**config.mk**
```make
export PLATFORM = sky130hd
export DESIGN_NAME = alt_space_load_atomic_unit
export DESIGN_NICKNAME = d
export VERILOG_FILES = /design/src/alt_space_load_atomic_unit.v
export VERILOG_INCLUDE_DIRS = /design/src
export SDC_FILE = /design/constraint.sdc
export NUM_CORES = 1
export LEC_CHECK = 0
export BUFFER_PORTS_ARGS = -buffer_cell sky130_fd_sc_hd__buf_2
export CAP_MARGIN = 10
export CORE_MARGIN = 3
export CORE_UTILIZATION = 40
export CTS_BUF_LIST = sky130_fd_sc_hd__clkbuf_4 sky130_fd_sc_hd__clkbuf_8
export DETAILED_ROUTE_END_ITERATION = 10
export SETUP_SLACK_MARGIN = 0.15
export SLEW_MARGIN = 20
export SYNTH_ARGS = -nofsm -noshare
export SYNTH_HDL_FRONTEND = slang
export SYNTH_SLANG_ARGS = --single-unit
export TNS_END_PERCENT = 100
```
**constraint.sdc**
```tcl
create_clock -name CLK_I -period 7.44 [get_ports CLK_I]
set_input_delay 1.488 -clock CLK_I [delete_from_list [all_inputs] [get_ports CLK_I]]
set_output_delay 1.488 -clock CLK_I [all_outputs]
set_load 0.05 [all_outputs]
```
**src/alt_load_consts.vh**
```
// constants for the alternate-space load and atomic unit
`ifndef ALT_LOAD_CONSTS_VH
`define ALT_LOAD_CONSTS_VH
`define F_RD_HI 29
`define F_RD_LO 25
`define F_OP_HI 24
`define F_OP_LO 19
`define F_RS1_HI 18
`define F_RS1_LO 14
`define F_IBIT 13
`define F_ASI_HI 12
`define F_ASI_LO 5
`define F_RS2_HI 4
`define F_RS2_LO 0
`define OP_LDSBA 6'h19
`define OP_LDSHA 6'h1a
`define OP_LDSWA 6'h18
`define OP_LDUBA 6'h11
`define OP_LDUHA 6'h12
`define OP_LDUWA 6'h10
`define OP_LDXA 6'h1b
`define OP_LDDA 6'h13
`define OP_LSUB 6'h0d
`define OP_LSUBA 6'h1d
`define ASI_PRIMARY 8'h80
`define ASI_QV 8'h24
`define ASI_QV_L 8'h2c
`define ASI_QP 8'h34
`define ASI_QP_L 8'h3c
`define ASI_PRIV_BIT 7
`define PA_WIDTH 43
`define QUAD_ALIGN_MASK 64'h000000000000007f
`define SZ_BYTE 2'h0
`define SZ_HALF 2'h1
`define SZ_WORD 2'h2
`define SZ_DWORD 2'h3
`define ST_IDLE 3'h0
`define ST_READ 3'h1
`define ST_QHI 3'h2
`define ST_WRITE 3'h3
`define ST_DONE 3'h4
`define ATTR_PHYS 8'h81
`define ONES_BYTE 8'hff
`endif

```
**src/alt_space_load_atomic_unit.v**
```verilog
// alternate-space integer load, quad atomic load and load-store byte unit
//
`timescale 1ns/1ps
`include "alt_load_consts.vh"

module alt_space_load_atomic_unit (
  input wire CLK_I,
  input wire RESET_N_I,
  input wire ISSUE_I,
  input wire [31:0] INSTR_I,
  input wire [63:0] SRC1_I,
  input wire [63:0] SRC2_I,
  input wire [7:0] ASI_REG_I,
  input wire PRIV_STATE_I,
  output wire BUSY_O,
  output reg MEM_REQ_O,
  output reg MEM_WRITE_O,
  output reg MEM_LOCK_O,
  output reg [63:0] MEM_ADDR_O,
  output reg [7:0] MEM_ASI_O,
  output reg [1:0] MEM_SIZE_O,
  output reg MEM_LITTLE_O,
  output reg MEM_BYPASS_O,
  output reg MEM_NUCLEUS_O,
  output reg [7:0] MEM_ATTR_O,
  output reg MEM_ATTR_FIXED_O,
  output reg MEM_WATCH_EN_O,
  output reg [7:0] MEM_WDATA_O,
  input wire MEM_ACK_I,
  input wire [63:0] MEM_RDATA_I,
  input wire MEM_CACHEABLE_I,
  input wire MEM_FAULT_I,
  input wire WATCH_HIT_I,
  output reg DONE_O,
  output reg WB_EN_O,
  output reg [4:0] WB_REG_O,
  output reg [63:0] WB_DATA_O,
  output reg TRAP_O,
  output reg TRAP_PRIV_O,
  output reg TRAP_ALIGN_O,
  output reg TRAP_ILLEGAL_O,
  output reg TRAP_ACCESS_O,
  output reg TRAP_WATCH_O
);

  // instruction fields
  wire [4:0] rd_f = INSTR_I[`F_RD_HI:`F_RD_LO];
  wire [5:0] op_f = INSTR_I[`F_OP_HI:`F_OP_LO];
  wire i_f = INSTR_I[`F_IBIT];
  wire [7:0] imm_asi_f = INSTR_I[`F_ASI_HI:`F_ASI_LO];
  wire [12:0] offset_f = INSTR_I[12:0];

  // decode
  wire is_ld = (op_f == `OP_LDSBA) || (op_f == `OP_LDSHA) || (op_f == `OP_LDSWA) ||
    (op_f == `OP_LDUBA) || (op_f == `OP_LDUHA) || (op_f == `OP_LDUWA) || (op_f == `OP_LDXA);
  wire is_ldda = (op_f == `OP_LDDA);
  wire is_lsub = (op_f == `OP_LSUB);
  wire is_lsuba = (op_f == `OP_LSUBA);
  // alternate-space forms carry their own space identifier
  wire alt = is_ld || is_ldda || is_lsuba;
  wire known = alt || is_lsub;

  // space selection and effective address
  wire [7:0] asi = !alt ? `ASI_PRIMARY : (i_f ? ASI_REG_I : imm_asi_f);
  wire [63:0] ea = i_f ? SRC1_I + {{51{offset_f[12]}}, offset_f} : SRC1_I + SRC2_I;

  // quad space classes: translated or physical
  wire q_virt = (asi == `ASI_QV) || (asi == `ASI_QV_L);
  wire q_phys = (asi == `ASI_QP) || (asi == `ASI_QP_L);
  wire q_space = q_virt || q_phys;
  wire quad = is_ldda && q_space;

  // access size and sign
  reg [1:0] size;
  reg signed_ld;
  always @* begin
    size = `SZ_BYTE;
    signed_ld = 1'b0;
    case (op_f)
      `OP_LDSBA: signed_ld = 1'b1;
      `OP_LDSHA: begin
        size = `SZ_HALF;
        signed_ld = 1'b1;
      end
      `OP_LDSWA: begin
        size = `SZ_WORD;
        signed_ld = 1'b1;
      end
      `OP_LDUHA: size = `SZ_HALF;
      `OP_LDUWA: size = `SZ_WORD;
      `OP_LDXA: size = `SZ_DWORD;
      `OP_LDDA: size = `SZ_DWORD;
      default: size = `SZ_BYTE;
    endcase
  end

  // issue-time checks, highest priority first
  wire illegal = !known || (is_ldda && !q_space) || (quad && rd_f[0]);
  wire priv_viol = alt && !asi[`ASI_PRIV_BIT] && !PRIV_STATE_I;
  wire misuse = alt && !is_ldda && q_space;
  reg misal;
  always @* begin
    misal = 1'b0;
    if (quad) begin
      misal = |(ea & `QUAD_ALIGN_MASK);
    end else begin
      case (size)
        `SZ_HALF: misal = ea[0];
        `SZ_WORD: misal = |ea[1:0];
        `SZ_DWORD: misal = |ea[2:0];
        default: misal = 1'b0;
      endcase
    end
  end

  // held operation state
  reg [2:0] state_q;
  reg quad_q;
  reg lsub_q;
  reg signed_q;
  reg [1:0] size_q;
  reg [4:0] rd_q;
  reg [63:0] lo_q;
  reg [2:0] lane_q;

  // busy while any beat or write-back is pending
  assign BUSY_O = (state_q != `ST_IDLE);

  // extension of the fetched value
  reg [63:0] ext;
  always @* begin
    ext = MEM_RDATA_I;
    case (size_q)
      `SZ_BYTE: ext = {{56{signed_q & MEM_RDATA_I[7]}}, MEM_RDATA_I[7:0]};
      `SZ_HALF: ext = {{48{signed_q & MEM_RDATA_I[15]}}, MEM_RDATA_I[15:0]};
      `SZ_WORD: ext = {{32{signed_q & MEM_RDATA_I[31]}}, MEM_RDATA_I[31:0]};
      default: ext = MEM_RDATA_I;
    endcase
  end

  // trap report helper
  task raise;
    input p;
    input a;
    input il;
    input ac;
    input w;
    begin
      TRAP_O <= 1'b1;
      TRAP_PRIV_O <= p;
      TRAP_ALIGN_O <= a;
      TRAP_ILLEGAL_O <= il;
      TRAP_ACCESS_O <= ac;
      TRAP_WATCH_O <= w;
      DONE_O <= 1'b1;
      MEM_REQ_O <= 1'b0;
      MEM_LOCK_O <= 1'b0;
    end
  endtask

  // sequencer
  always @(posedge CLK_I) begin
    if (!RESET_N_I) begin
      state_q <= `ST_IDLE;
      quad_q <= 1'b0;
      lsub_q <= 1'b0;
      signed_q <= 1'b0;
      size_q <= `SZ_BYTE;
      rd_q <= 5'h00;
      lo_q <= 64'h0000000000000000;
      lane_q <= 3'h0;
      MEM_REQ_O <= 1'b0;
      MEM_WRITE_O <= 1'b0;
      MEM_LOCK_O <= 1'b0;
      MEM_ADDR_O <= 64'h0000000000000000;
      MEM_ASI_O <= 8'h00;
      MEM_SIZE_O <= `SZ_BYTE;
      MEM_LITTLE_O <= 1'b0;
      MEM_BYPASS_O <= 1'b0;
      MEM_NUCLEUS_O <= 1'b0;
      MEM_ATTR_O <= 8'h00;
      MEM_ATTR_FIXED_O <= 1'b0;
      MEM_WATCH_EN_O <= 1'b0;
      MEM_WDATA_O <= 8'h00;
      DONE_O <= 1'b0;
      WB_EN_O <= 1'b0;
      WB_REG_O <= 5'h00;
      WB_DATA_O <= 64'h0000000000000000;
      TRAP_O <= 1'b0;
      TRAP_PRIV_O <= 1'b0;
      TRAP_ALIGN_O <= 1'b0;
      TRAP_ILLEGAL_O <= 1'b0;
      TRAP_ACCESS_O <= 1'b0;
      TRAP_WATCH_O <= 1'b0;
    end else begin
      // completion and trap pulses last one cycle
      DONE_O <= 1'b0;
      WB_EN_O <= 1'b0;
      TRAP_O <= 1'b0;
      TRAP_PRIV_O <= 1'b0;
      TRAP_ALIGN_O <= 1'b0;
      TRAP_ILLEGAL_O <= 1'b0;
      TRAP_ACCESS_O <= 1'b0;
      TRAP_WATCH_O <= 1'b0;
      case (state_q)
        // idle: traps in priority order, else first beat
        `ST_IDLE: begin
          if (ISSUE_I) begin
            if (illegal) begin
              raise(1'b0, 1'b0, 1'b1, 1'b0, 1'b0);
            end else if (priv_viol) begin
              raise(1'b1, 1'b0, 1'b0, 1'b0, 1'b0);
            end else if (misuse) begin
              raise(1'b0, 1'b0, 1'b0, 1'b1, 1'b0);
            end else if (misal) begin
              raise(1'b0, 1'b1, 1'b0, 1'b0, 1'b0);
            end else begin
              // first read, locked only for quad and byte-set, which keep the lock across beats
              state_q <= `ST_READ;
              quad_q <= quad;
              lsub_q <= is_lsub || is_lsuba;
              signed_q <= signed_ld;
              size_q <= size;
              rd_q <= rd_f;
              lane_q <= ea[2:0];
              MEM_REQ_O <= 1'b1;
              MEM_WRITE_O <= 1'b0;
              MEM_LOCK_O <= quad || is_lsub || is_lsuba;
              MEM_ASI_O <= asi;
              MEM_SIZE_O <= size;
              MEM_LITTLE_O <= quad && asi[3];
              MEM_BYPASS_O <= quad && q_phys;
              MEM_NUCLEUS_O <= quad && q_virt;
              MEM_ADDR_O <= (quad && q_phys) ? {21'h000000, ea[`PA_WIDTH-1:0]} : ea;
              MEM_ATTR_O <= (quad && q_phys) ? `ATTR_PHYS : 8'h00;
              MEM_ATTR_FIXED_O <= quad && q_phys;
              MEM_WATCH_EN_O <= 1'b1;
            end
          end
        end

        // first beat answered: late traps, then next step
        `ST_READ: begin
          if (MEM_ACK_I) begin
            MEM_REQ_O <= 1'b0;
            if (MEM_FAULT_I || (quad_q && !MEM_CACHEABLE_I)) begin
              raise(1'b0, 1'b0, 1'b0, 1'b1, 1'b0);
              state_q <= `ST_IDLE;
            end else if (WATCH_HIT_I) begin
              raise(1'b0, 1'b0, 1'b0, 1'b0, 1'b1);
              state_q <= `ST_IDLE;
            end else if (quad_q) begin
              lo_q <= MEM_RDATA_I;
              // second beat at the next doubleword
              MEM_ADDR_O <= MEM_ADDR_O + 64'h0000000000000008;
              MEM_REQ_O <= 1'b1;
              MEM_WATCH_EN_O <= 1'b0;
              state_q <= `ST_QHI;
            end else if (lsub_q) begin
              WB_DATA_O <= ext;
              // lock stays up so nothing slips between read and set
              MEM_WDATA_O <= `ONES_BYTE;
              MEM_WRITE_O <= 1'b1;
              MEM_REQ_O <= 1'b1;
              state_q <= `ST_WRITE;
            end else begin
              WB_DATA_O <= ext;
              WB_REG_O <= rd_q;
              WB_EN_O <= 1'b1;
              DONE_O <= 1'b1;
              state_q <= `ST_IDLE;
            end
          end
        end

        // quad second beat: even half written back now
        `ST_QHI: begin
          if (MEM_ACK_I) begin
            MEM_REQ_O <= 1'b0;
            MEM_LOCK_O <= 1'b0;
            if (MEM_FAULT_I) begin
              raise(1'b0, 1'b0, 1'b0, 1'b1, 1'b0);
              state_q <= `ST_IDLE;
            end else begin
              WB_DATA_O <= lo_q;
              WB_REG_O <= rd_q;
              WB_EN_O <= 1'b1;
              // odd half waits one cycle for its write-back slot
              lo_q <= MEM_RDATA_I;
              state_q <= `ST_DONE;
            end
          end
        end

        // ones-write answered: release lock, report byte
        `ST_WRITE: begin
          if (MEM_ACK_I) begin
            MEM_REQ_O <= 1'b0;
            MEM_WRITE_O <= 1'b0;
            MEM_LOCK_O <= 1'b0;
            WB_REG_O <= rd_q;
            WB_EN_O <= 1'b1;
            DONE_O <= 1'b1;
            state_q <= `ST_IDLE;
          end
        end

        // quad odd half to the odd register
        `ST_DONE: begin
          WB_DATA_O <= lo_q;
          WB_REG_O <= {rd_q[4:1], 1'b1};
          WB_EN_O <= 1'b1;
          DONE_O <= 1'b1;
          state_q <= `ST_IDLE;
        end

        // unused codes fall back to idle
        default: state_q <= `ST_IDLE;
      endcase
    end
  end

endmodule // alt_space_load_atomic_unit

```
# --- Yosys cells after proc, flatten, opt, wreduce, memory -nomap -nowiden ---
# Index checks and enable logic that the tools add are counted.
# W data, S select, Z words.
totals:
  register_bits: 242
  output_inout_bits: 176
op_classes:
  n_addsub: 3
  eq_ne: 40
  mux: 132
  n_bitwise: 15
  n_reduce_logical: 66
op_table:
  columns: ["cell", "n"]
  rows:
  - ["$mux W64", 23]
  - ["$pmux W64 S3", 2]
  - ["$pmux W64 S2", 2]
  - ["$add A64 B64 Y64", 2]
  - ["$mux W1", 69]
  - ["$add A64 B4 Y64 const B", 1]
  - ["$eq A6 B5 Y1 const B", 9]
  - ["$mux W5", 8]
  - ["$eq A8 B6 Y1 const B", 4]
  - ["$ne A2 B2 Y1 const B", 15]
  - ["$mux W3", 9]
  - ["$mux W8", 3]
  - ["$pmux W5 S4", 1]
  - ["$logic_or A1 B1 Y1", 18]
  - ["$pmux W1 S3", 6]
  - ["$reduce_and A7 Y1", 2]
  - ["$not A1 Y1", 12]
  - ["$pmux W3 S4", 1]
  - ["$reduce_and A12 Y1", 1]
  - ["$reduce_and A6 Y1", 2]
  - ["$reduce_bool A3 Y1", 4]
  - ["$logic_and A1 B1 Y1", 11]
  - ["$reduce_and A10 Y1", 1]
  - ["$reduce_or A2 Y1", 5]
  - ["28 further kinds", 45]

# --- Logic depth before layout (Yosys ltp) ---
# Gate-level depths: netlist (run 1).
depth:
  word_depth: 22
  ltp_mapped: 18
  ltp_nobuf: 13

# --- Worst setup path before layout (run 1) ---
# Ideal clock, no wire load.
synth_path:
  kind: "input-to-reg"
  start: "input port INSTR_I[13]"
  end: "register MEM_ADDR_O[60]"
  setup_time_ps: 130
  arrival_ps: 5871
  t_required_ps: 7310
  path_slack_ps: 1439
  stages: 16
  path_buffers: 3
  path_cell_list: "clkbuf_1 clkbuf_1 clkbuf_1 mux2_2 ha_1 fa_1 a211oi_1 o211ai_1 a31o_2 a31oi_1 a2111oi_1 o31ai_1 o41ai_1 a41oi_1 or4_1 o211ai_1"
synth_between:
  elab_chain_len: 14
  elab_cells_between_ends: 38
  classes_between: "eq/ne: 8; mux: 12; reduce/logical: 18"
synth_rtl:
  columns: ["element", "line", "text"]
  rows:
  - ["start, declared", "alt_space_load_atomic_unit.v:10", "input wire [31:0] INSTR_I,"]
  - ["$mux W8 (2 in a row)", "alt_space_load_atomic_unit.v:64", "wire [7:0] asi = !alt ? `ASI_PRIMARY : (i_f ? ASI_REG_I : imm_asi_f);"]
  - ["$eq A8 B6 Y1 (no line)", null, null]
  - ["$logic_or A1 B1 Y1, on equally long branches", "alt_space_load_atomic_unit.v:68, alt_space_load_atomic_unit.v:69", null]
  - ["$logic_or A1 B1 Y1", "alt_space_load_atomic_unit.v:70", "wire q_space = q_virt || q_phys;"]
  - ["$logic_and A1 B1 Y1", "alt_space_load_atomic_unit.v:71", "wire quad = is_ldda && q_space;"]
  - ["$logic_and A1 B1 Y1", "alt_space_load_atomic_unit.v:234", "MEM_ADDR_O <= (quad && q_phys) ? {21'h000000, ea[`PA_WIDTH-1:0]} : ea;"]
  - ["$mux W64", "alt_space_load_atomic_unit.v:234", null]
  - ["$mux W64", "alt_space_load_atomic_unit.v:215", "end else if (misal) begin"]
  - ["$mux W64", "alt_space_load_atomic_unit.v:213", "end else if (misuse) begin"]
  - ["$mux W64", "alt_space_load_atomic_unit.v:211", "end else if (priv_viol) begin"]
  - ["$mux W64", "alt_space_load_atomic_unit.v:209", "if (illegal) begin"]
  - ["$mux W64", "alt_space_load_atomic_unit.v:208", "if (ISSUE_I) begin"]
  - ["$pmux W64 S2", "alt_space_load_atomic_unit.v:205", "case (state_q)"]
  - ["end signal, assigned", "alt_space_load_atomic_unit.v:234", null]
  - ["end signal, assigned", "alt_space_load_atomic_unit.v:255", "MEM_ADDR_O <= MEM_ADDR_O + 64'h0000000000000008;"]
  - ["end, declared", "alt_space_load_atomic_unit.v:19", "output reg [63:0] MEM_ADDR_O,"]
# Several ways; a longest one is shown, not always the timed one. The select of a mux whose other input is x is not followed.
# A chain may end at the register's enable or synchronous reset.

# --- Final worst setup path (run 1) ---
layout_path:
  start: "input port INSTR_I[13]"
  end: "register MEM_ADDR_O[54]"
# The elaborated chain is that of the path after synthesis.

==> results of run 1 <==
## metal layers
layer | routed length, microns | track usage (%) | share of wire, %
met5 | 0 | 0 | 0
met1 | 23900 | 32.0 | 44
met4 | 1480 | 7.84 | 2.7
met3 | 3830 | 4.89 | 7.0
met2 | 25500 | 41.5 | 47
## power groups by stage
| stage | sequential (uW) | clock [uW] | combinational (uW) |
|---|---|---|---|
| final | 1300 | 1200 | 855 |
| after floorplan | 1380 | 0 | 538 |
| after global placement | 1320 | 0 | 838 |
| after global routing | 1300 | 1300 | 946 |
| after detailed placement | 1320 | 0 | 844 |
| after CTS | 1300 | 1240 | 849 |
## registers in the layout, indices dropped and copies added, names as in the netlist, 2 cells and up
signal,cells
WB_DATA_O,64
MEM_ASI_O,8
WB_REG_O,5
MEM_ADDR_O,64
rd_q,5
lo_q,64
size_q,2
state_q,3
## cell type report
type | count | share of cell area, %
Clock inverter | 5 | 0.207
Clock buffer | 61 | 4.17
Antenna cell | 4 | 0.0533
Multi-Input combinational cell | 1765 | 53.9
Timing Repair Buffer | 424 | 11.6
Tap cell | 518 | 3.45
Inverter | 81 | 1.65
Sequential cell | 234 | 25.0
## per-stage QoR
stage          utilization, %  setup slack (ns)
2_1_floorplan               -              1.44
3_3_place_gp             46.3              1.30
3_5_place_dp             46.3              1.25
4_1_cts                  48.4              1.83
5_1_grt                  48.4              1.49
6_report                 48.4              1.73
## cells in the final DEF, fill, tap and decap left out, types with 64 or more instances in the layout
cell type	netlist	routed
buf_2	5	402
a21oi_1	339	339
nand2_1	283	283
nor2_1	252	249
dfxtp_1	234	234
o21ai_0	185	185
inv_1	81	80
nand3_1	68	68
nor3_1	64	64
ha_1	64	64
## cells by family after synthesis
kind of cell	Yosys count
AND/OR/NAND/NOR	813
AO/OA/AOI/OAI	780
buffers and inverters	250
flip-flops	234
adder cells (fa/ha/maj)	65
XOR/XNOR	53
multiplexers	48
other	1
## worst paths after layout
kind / from / endpoint / depth (start not counted)
max: INSTR_I[13] / MEM_ADDR_O[54] / 14
min: WB_DATA_O[10] / WB_DATA_O[10] / 2
max reg2reg: state_q[0] / MEM_ADDR_O[60] / 7
min reg2reg: WB_DATA_O[10] / WB_DATA_O[10] / 2
## worst register-to-register path, cell delays in order (launching register included)
cell and delay, ns:
dfxtp_1 0.64, nor3b_2 0.39, and2_1 0.30, nand3_1 0.73, nand2_8 0.71, o211ai_2 0.18, or4_1 0.52, o211ai_1 0.09
==> metrics.md, run 1 <==
| Metric | Value |
|---|---|
| Number of I/O pins | `approximately 420` |
| Die Width | `204 microns` |
| Gr usage total | `between 20% and 30%` |
| Leak | `roughly 0.0082 uW` |
| Sequential power share | `38.7%` |
| Largest net degree at the start of global routing | `roughly 140` |
| Reg area | `around 0.0047 sq mm` |
| CTS buffer count | `41` |
| Simple-gate share of the synthesized area | `between 20% and 30%` |
| Resize count post-CTS | `0` |
| RSZ-0062 raised after global routing | `no` |
| Clk_skew | `between 0.03 and 0.04 ns` |
| PD cells | `179 mW/mm^2` |
| Crit path max-delay family | `compound AO/OA/AOI/OAI gates` |
| Worst min-delay path class | `flip-flop to flip-flop` |
| Share of cells above drive strength 1 | `between 20% and 30%` |
| CP arrival | `around 6 ns` |
| Layout Cells excl Fill | `approximately 3000` |
| Fin area | `approximately 0.019 sq mm` |
| Top cells by count, synth | `339 x a21oi_1, 283 x nand2_1, 252 x nor2_1, 234 x dfxtp_1, 185 x o21ai_0` |
| Top cells by area, synth | `dfxtp_1 30%, a21oi_1 11%, nand2_1 6.7%` |
| Max-Slew Margin vs Limit | `23.5%` |
| Crit path buf inv count | `1` |
| Wire length of the first global-routing pass | `85300 microns` |
| Tmin final | `approximately 5.7 ns` |
| Final Hold Viols | `0` |
| Peak VDD IR | `~120 uV` |
| Post-synth top flop | `dfxtp_1` |
| CTS sink cnt | `234` |
| Die Area | `approximately 0.042 sq mm` |
| Worst EP required | `7.82 ns` |
| Multi-input logic area | `0.0101 sq mm` |
| Max Fclk | `around 180 MHz` |
| Iter 0 DRT Violations | `1590` |
| Status | `finished, final reports clean` |
| Biggest area consumer among synthesized cells | `dfxtp_1` |
| Final net count | `approximately 2900` |
| Setup violations, final | `0` |
| Area Overhead vs Synth | `19.1%` |
| Cell Area, Placed | `about 0.018 sq mm` |
| Int Pwr | `2250 uW` |
| Clk network pwr share | `between 30% and 40%` |
| Initial core utilization | `40.7%` |
| Critical path peak fanout | `25` |
| P_sw | `1100 uW` |
| Hold WS | `about 0.45 ns` |
| Async S/R FF share, synth | `0%` |
| EDFF count, synth | `0` |
| Clock root buffer | `clkbuf_8` |
| Die Y | `slightly above 200 microns` |
| Initial antenna violation count | `3` |
| Clk buf depth | `3` |
| Seq/Total Area, Yosys | `between 20% and 30%` |
| Hold_buf cts | `0` |
| RePlAce Congestion | `between 0.9 and 1` |
| GRT overflow | `0` |
| CP most frequent cell | `a21oi_1` |
| Main combinational cell family by area after synthesis | `compound AO/OA/AOI/OAI gates` |
| WS Path Type | `input pin to flip-flop` |
| Setup slack, reg-to-reg | `approximately 3.8 ns` |
| Setup bufs post-CTS | `0` |
| Routed vias | `around 17000` |
| IO buf count | `402` |
| Fill count | `4055` |
| Worst Max-Slew Pin Slew | `~1.1 ns` |
| Htree depth | `2` |
| Slowest cell on the critical path | `a211oi_1` |
| # DRC | `0` |
| Yosys Warn Count | `0` |
| Post-placement cell count | `around 3000` |
| PnR Total Power | `~3400 uW` |
| Synth Instances | `roughly 2200` |
| Synth Area per Inst | `about 7.0 sq um` |
| WL/cell | `about 18 microns` |
| Syn Std Cell Area | `0.0158 sq mm` |
| Vias in the first global route | `about 16000` |
| DR pass1 iterations | `6` |
| Final HPWL from detailed placement | `about 40000 microns` |
| Clock slew at reported path FFs | `~0.06 ns` |
| Yosys reg bits | `between 200 and 250` |
| Sw Share | `32.9%` |
| Part of the cycle the worst path needs | `76.7%` |
| Crit path launch type | `input pin` |
| Critical-path cell list | `buf_2 -> mux2_2 -> ha_1 -> fa_1 -> a211oi_1 -> o21ai_0 -> a22oi_1 -> a21oi_1 -> a221oi_1 -> a31o_2 -> nor2_1 -> a21oi_1 -> xnor2_1 -> o22ai_1` |
| Yosys cell types | `79` |
| TritonCTS clock tree | `built` |
| Row count | `72` |
| Vias per cell | `around 5.6` |
| Maxcap violations | `0` |
| Post-Synth Adder-Cell Area | `5.21%` |
| Logic gate share of total power | `approximately a quarter` |
| Compound-gate portion of the synthesized area | `slightly below 30%` |
| Synth Area in XOR/XNOR | `under 10%` |
| Max-slew violation count | `0` |
| Core ar. | `0.0387 sq mm` |
| Delay of the slowest critical-path stage | `0.62 ns` |
| Multiplexer share of the synthesized area | `between 3 and 4%` |
| Worst setup EP type | `flip-flop` |
| Yosys top cell area share | `approximately 30%` |
| Setup_tns | `0 ns` |
| Clk_lat worst skew | `0.57 ns` |
| Most frequent cell after synthesis | `a21oi_1` |
| Post-route ant nets | `0` |
| Routed WL | `54800 microns` |
No activity file was read; power rests on OpenSTA's default activity.
==> run 2, diff against run 1 <==
==> constraint.sdc (replaced) <==
create_clock -name CLK_I -period 5.7 [get_ports CLK_I]
set_input_delay 1.14 -clock CLK_I [delete_from_list [all_inputs] [get_ports CLK_I]]
set_output_delay 1.14 -clock CLK_I [all_outputs]
set_load 0.05 [all_outputs]
==> run 2 against run 1 <==
Net effect:
- cell count grew 0.97%
- clock power rose by 39%
- sequential power is 30% higher
- die area stayed put
- final area rose by 1.7%
- via count is 1.1% higher
- clock skew fell by 0.0060 ns
- largest power group unchanged
==> metrics.md, run 2 (same netlist as run 1, synthesis figures left out) <==
| Metric | Value |
|---|---|
| Die Width | `204 microns (unchanged)` |
| Crit path buf inv count | `2 (+1)` |
| Critical path peak fanout | `11 (-56%)` |
| RePlAce Congestion | `0.944 (+0.52%)` |
| Tmin final | `4.94 ns` |
| Hold_buf cts | `0 (unchanged)` |
| PnR Total Power | `4510 uW (+34%)` |
| Peak VDD IR | `130 uV (+8.7%)` |
| WS Path Type | `input pin to flip-flop` |
| Routed WL | `55100 microns (+0.56%)` |
| Status | `finished, final reports clean` |
| # DRC | `0 (unchanged)` |
| Maxcap violations | `0 (unchanged)` |
| Gr usage total | `24.9% (+0.13 points)` |
| Largest net degree at the start of global routing | `106 (-23%)` |
| Vias per cell | `5.62 (+0.11%)` |
| Post-route ant nets | `0 (unchanged)` |
| Clk buf depth | `3 (unchanged)` |
| Final net count | `2878 (+0.91%)` |
| Critical-path cell list | `buf_2 -> buf_12 -> mux2_2 -> ha_1 -> o21ai_0 -> o211ai_1 -> a31o_2 -> a31oi_1 -> a2111oi_1 -> o31ai_1 -> o41ai_1 -> a41oi_1 -> or4_1 -> o211ai_1` |
| CTS sink cnt | `234 (unchanged)` |
| Share of cells above drive strength 1 | `21.8% (+0.93 points)` |
| Delay of the slowest critical-path stage | `0.77 ns (+0.15 ns)` |
| Worst reg-to-reg path cell count | `8 (+1)` |
| RSZ-0062 raised after global routing | `no` |
| Number of I/O pins | `416 (unchanged)` |
| Min-Delay Path Depth | `2 (unchanged)` |
| Worst setup EP type | `flip-flop` |
| Worst Max-Slew Pin Slew | `0.968 ns (-0.179 ns)` |
| Vias in the first global route | `16000 (-1.2%)` |
| Hold_sp | `WB_DATA_O[11]` |
| CP arrival | `5.43 ns (-0.66 ns)` |
| Final HPWL from detailed placement | `40500 microns (+2.7%)` |
| CTS buffer count | `41 (unchanged)` |
| Row count | `72 (unchanged)` |
| Clk_skew | `0.0324 ns (-0.00604 ns)` |
| Initial core utilization | `40.7% (unchanged)` |
| Clock root buffer | `clkbuf_8` |
| Resize count post-CTS | `0 (unchanged)` |
| Htree depth | `2 (unchanged)` |
| Initial antenna violation count | `4 (+1)` |
| Setup WS pre-CTS | `0.284 ns (-0.965 ns)` |
| Reg2reg end | `lo_q[35]` |
| RR Startpoint | `state_q[0]` |
| Setup violations, final | `0 (unchanged)` |
| Biggest regs | `MEM_ADDR_O: 64 flops, WB_DATA_O: 64 flops, lo_q: 64 flops` |
| Worst min-delay path class | `flip-flop to flip-flop` |
| Crit path max-delay family | `compound AO/OA/AOI/OAI gates` |
| Worst EP required | `6.19 ns (-1.63 ns)` |
| Most common cell after layout, fill and taps aside | `buf_2` |
| Iter 0 DRT Violations | `1285 (-19%)` |
| Layout Cells excl Fill | `3122 (+0.97%)` |
| GRT overflow | `0 (unchanged)` |
| TritonCTS clock tree | `built` |
| Clk_lat worst skew | `0.57 ns (about the same)` |
| WL/cell | `17.6 microns (-0.40%)` |
| Setup_tns | `0 ns (unchanged)` |
| Max Fclk | `about 200 MHz` |
| Final worst slack | `0.759 ns (-0.976 ns)` |
| Most frequent cells in the layout | `402 x buf_2, 339 x a21oi_1, 283 x nand2_1` |
| Setup bufs post-CTS | `0 (unchanged)` |
| DR pass1 iterations | `5 (-1)` |
| Die Y | `204 microns (unchanged)` |
| Final Hold Viols | `0 (unchanged)` |
| Max-slew violation count | `0 (unchanged)` |
| Slowest cell on the critical path | `a2111oi_1` |
| Hold worst-path end | `WB_DATA_O[11]` |
| CP startpoint | `INSTR_I[13]` |
| IO buf count | `402 (unchanged)` |
| PD cells | `236 mW/mm^2 (+32%)` |
| Max-Slew Margin vs Limit | `35.3% (+12 points)` |
| Leak | `0.00841 uW (+2.3%)` |
| Area Overhead vs Synth | `21.1%` |
| Clock slew at reported path FFs | `0.07 ns (about the same)` |
| CP most frequent cell | `o211ai_1` |
| Routed vias | `17600 (+1.1%)` |
| Setup slack, reg-to-reg | `2.39 ns (-1.44 ns)` |
| Post-placement cell count | `3046 (+0.79%)` |
| Wire length of the first global-routing pass | `85800 microns (+0.57%)` |
| Core ar. | `0.0387 sq mm (unchanged)` |
| Die Area | `0.0418 sq mm (unchanged)` |
| Crit path launch type | `input pin` |
| Part of the cycle the worst path needs | `slightly below 90%` |
| Hold WS | `0.448 ns (-0.00428 ns)` |
## run 2: cell types whose count changed in the layout (fill, tap and decap cells not counted), moves of 2 or more
cell	change
buf_16	+2
diode_2	-2
clkbuf_4	+5
buf_4	+23
## run 2: worst max-delay path by stage
stage	cells after the start	slack (ns)	end
global placement	14	0.28	MEM_ADDR_O[60]
finish	14	0.76	MEM_ADDR_O[60]
global route	15	0.68	MEM_ADDR_O[62]
floorplan	16	0.17	MEM_ADDR_O[60]
detailed placement	14	0.28	MEM_ADDR_O[60]
CTS	14	0.88	MEM_ADDR_O[60]
## run 2: layout make-up
class | count | area [sq um]
Clock inverter | 7 | 81.3
Fill cell | 4041 | 19700
Multi-Input combinational cell | 1765 | 10100
Antenna cell | 2 | 5.00
Timing Repair Buffer | 450 | 2420
Clock buffer | 65 | 807
Sequential cell | 234 | 4680
Tap cell | 518 | 648
Inverter | 81 | 309
## run 2: routing by layer
metal	wire, microns	global-route usage [%]	share of wire [%]
met5	30	0	0.054
met4	1730	8.16	3.1
met3	4520	5.91	8.2
met2	25400	40.8	46
met1	23400	32.2	43
## run 2: per-stage QoR
stage	util [%]	instance area [sq um]
after detailed placement	46.8	18100
after global placement	46.8	18100
after global routing	49.3	19100
after CTS	49.1	19000
after floorplan	-	15800
final	49.3	19100
## run 2: report_power, final
part | switching (uW) | leakage, uW | internal [uW] | total, uW
combinational | 718 | 0.00605 | 425 | 1140
clock | 720 | 0.000474 | 950 | 1670
sequential | 31.6 | 0.00189 | 1660 | 1690
total | 1470 | 0.00841 | 3040 | 4510
## run 2: worst reg2reg max path, cell delays in order, from the launching register on
cell	delay, ns
dfxtp_1	0.63
or3b_2	0.49
buf_4	0.32
nor3_1	0.36
and2_1	0.27
o21a_4	0.58
buf_4	0.38
nand2_1	0.09
a21oi_1	0.12
==> run 3, diff against run 2 <==
==> constraint.sdc (replaced) <==
create_clock -name CLK_I -period 5.69 [get_ports CLK_I]
set_input_delay 1.138 -clock CLK_I [delete_from_list [all_inputs] [get_ports CLK_I]]
set_output_delay 1.138 -clock CLK_I [all_outputs]
set_load 0.05 [all_outputs]
==> run 3 against run 2 <==
Net effect:
- critical path depth stayed put
- die area did not move
- cell count is essentially flat
- critical path type unchanged
- critical endpoint unchanged
- first-iteration DRC count increased by 0.47%
- setup slack got worse by 0.0039 ns
- combinational power is essentially flat
- register-to-register slack worse by 0.06 ns
- flip-flop and latch count unchanged
- sequential power barely moved
==> metrics.md, run 3 (same netlist as run 1, synthesis figures left out) <==
| Metric | Value |
|---|---|
| Iter 0 DRT Violations | `1291 (+0.47%)` |
| Die Y | `204 microns (unchanged)` |
| Setup WS pre-CTS | `0.230 ns (-0.0539 ns)` |
| Max-slew violation count | `0 (unchanged)` |
| Tmin final | `about 4.9 ns` |
| Wire length of the first global-routing pass | `86000 microns (+0.29%)` |
| Area Overhead vs Synth | `20.9%` |
| Htree depth | `2 (unchanged)` |
| Setup violations, final | `0 (unchanged)` |
| Top sig layer | `met5` |
| Maxcap violations | `0 (unchanged)` |
| Setup bufs post-CTS | `0 (unchanged)` |
| Clk_skew | `0.0335 ns (+0.00107 ns)` |
| DR WL met2 | `25400 microns (+0.17%)` |
| Status | `finished, final reports clean` |
| Largest net degree at the start of global routing | `143 (+35%)` |
| Post-route ant nets | `0 (unchanged)` |
| Die Width | `204 microns (unchanged)` |
| Fin area | `0.0191 sq mm (-0.14%)` |
| Vias per cell | `5.59 (-0.66%)` |
| CP most frequent cell | `o211ai_1` |
| Part of the cycle the worst path needs | `86.7%` |
| Met1 WL | `23800 microns (+1.7%)` |
| Worst Max-Slew Pin Slew | `1.11 ns (+0.141 ns)` |
| PD cells | `237 mW/mm^2 (+0.27%)` |
| Number of I/O pins | `416 (unchanged)` |
| Biggest regs | `MEM_ADDR_O: 64 flops, WB_DATA_O: 64 flops, lo_q: 64 flops` |
| Max-Slew Margin vs Limit | `26.1% (-9.2 points)` |
| DR pass1 iterations | `5 (unchanged)` |
| Initial core utilization | `40.7% (unchanged)` |
| Most frequent cells in the layout | `402 x buf_2, 339 x a21oi_1, 283 x nand2_1` |
| Worst min-delay path class | `flip-flop to flip-flop` |
| Metal3 WL | `4080 microns (-9.7%)` |
| RePlAce Congestion | `0.927 (-1.8%)` |
| Clock slew at reported path FFs | `0.07 ns (about the same)` |
| Critical-path cell list | `buf_2 -> buf_12 -> mux2_2 -> ha_1 -> o21ai_0 -> o211ai_1 -> a31o_2 -> a31oi_1 -> a2111oi_1 -> o31ai_1 -> o41ai_1 -> a41oi_1 -> or4_1 -> o211ai_1` |
| WL/cell | `17.6 microns (-0.35%)` |
| Final Hold Viols | `0 (unchanged)` |
| Fill count | `4000 (-1.0%)` |
| Core ar. | `0.0387 sq mm (unchanged)` |
| # DRC | `0 (unchanged)` |
| Cell Area, Placed | `0.0181 sq mm (about the same)` |
| Routed vias | `17400 (-0.72%)` |
| Crit path launch type | `input pin` |
| Initial antenna violation count | `5 (+1)` |
| CP arrival | `5.43 ns (about the same)` |
| Final net count | `2875 (-0.10%)` |
| Worst EP required | `6.18 ns (about the same)` |
| Share of cells above drive strength 1 | `21.7% (-0.12 points)` |
| Hold_buf cts | `0 (unchanged)` |
| Vias in the first global route | `16300 (+2.0%)` |
| Leak | `0.00839 uW (-0.20%)` |
| Final worst slack | `0.755 ns (-0.00392 ns)` |
| Gr usage total | `24.9% (+0.035 points)` |
| RSZ-0062 raised after global routing | `no` |
| Delay of the slowest critical-path stage | `0.78 ns (about the same)` |
| Routed WL | `54800 microns (-0.41%)` |
| Critical path peak fanout | `11 (unchanged)` |
| Peak VDD IR | `152 uV (+17%)` |
| Most common cell after layout, fill and taps aside | `buf_2` |
| Final core utilization | `49.2% (-0.071 points)` |
| CTS buffer count | `40 (-2.4%)` |
| CTS sink cnt | `234 (unchanged)` |
| GRT overflow | `0 (unchanged)` |
| IO buf count | `402 (unchanged)` |
| Row count | `72 (unchanged)` |
| Clock root buffer | `clkbuf_8` |
| WS Path Type | `input pin to flip-flop` |
| Clk_lat worst skew | `0.58 ns (about the same)` |
| TritonCTS clock tree | `built` |
| Max Fclk | `roughly 200 MHz` |
| Resize count post-CTS | `0 (unchanged)` |
| Clk buf depth | `3 (unchanged)` |
| Die Area | `0.0418 sq mm (unchanged)` |
| Setup_tns | `0 ns (unchanged)` |
| Slowest cell on the critical path | `a2111oi_1` |
| Final HPWL from detailed placement | `40000 microns (-1.3%)` |
| Worst setup EP type | `flip-flop` |
==> run 3: worst max-delay path, delay by kind of cell <==
kind,cells,cell delay [ns]
AOI/OAI and AO/OA,9,2.65
buffers and inverters,2,0.44
adders and majority gates,1,0.37
muxes,1,0.34
and+or+nand+nor,1,0.49
==> run 3: worst paths after layout <==
path | from | to | slack [ns] | cells after the start
min | WB_DATA_O[10] | WB_DATA_O[10] | 0.45 | 2
min reg2reg | WB_DATA_O[10] | WB_DATA_O[10] | 0.45 | 2
max | INSTR_I[13] | MEM_ADDR_O[60] | 0.75 | 14
max reg2reg | state_q[0] | MEM_ADDR_O[25] | 2.33 | 8
==> run 3: through the flow <==
step                power (uW)  hold WS, ns  std cells
CTS                       4540        0.454       3114
floorplan                 2510        0.436       2249
global placement          2850        0.436       3044
global route              4750        0.471       3120
finish                    4510        0.451       3120
detailed placement        2860        0.444       3044
==> run 3: where the power goes <==
group	total, uW	switching, uW	internal (uW)
Combinational	1140	715	424
Sequential	1700	31.8	1660
Clock	1680	733	944
==> run 3: per-layer routing <==
metal	vias to the layer above	track usage (%)
met4	2	7.77
met2	604	41.2
li1	8627	-
met5	-	0
met3	89	5.29
met1	8110	32.5
==> run 3: final cells by class <==
class	instances	area [sq um]	share of cell area (%)
Timing Repair Buffer	448	2410	12.6
Sequential cell	234	4680	24.6
Inverter	81	312	1.64
Multi-Input combinational cell	1765	10100	53.1
Clock inverter	9	116	0.611
Antenna cell	4	10.0	0.0525
Clock buffer	61	752	3.95
Tap cell	518	648	3.40
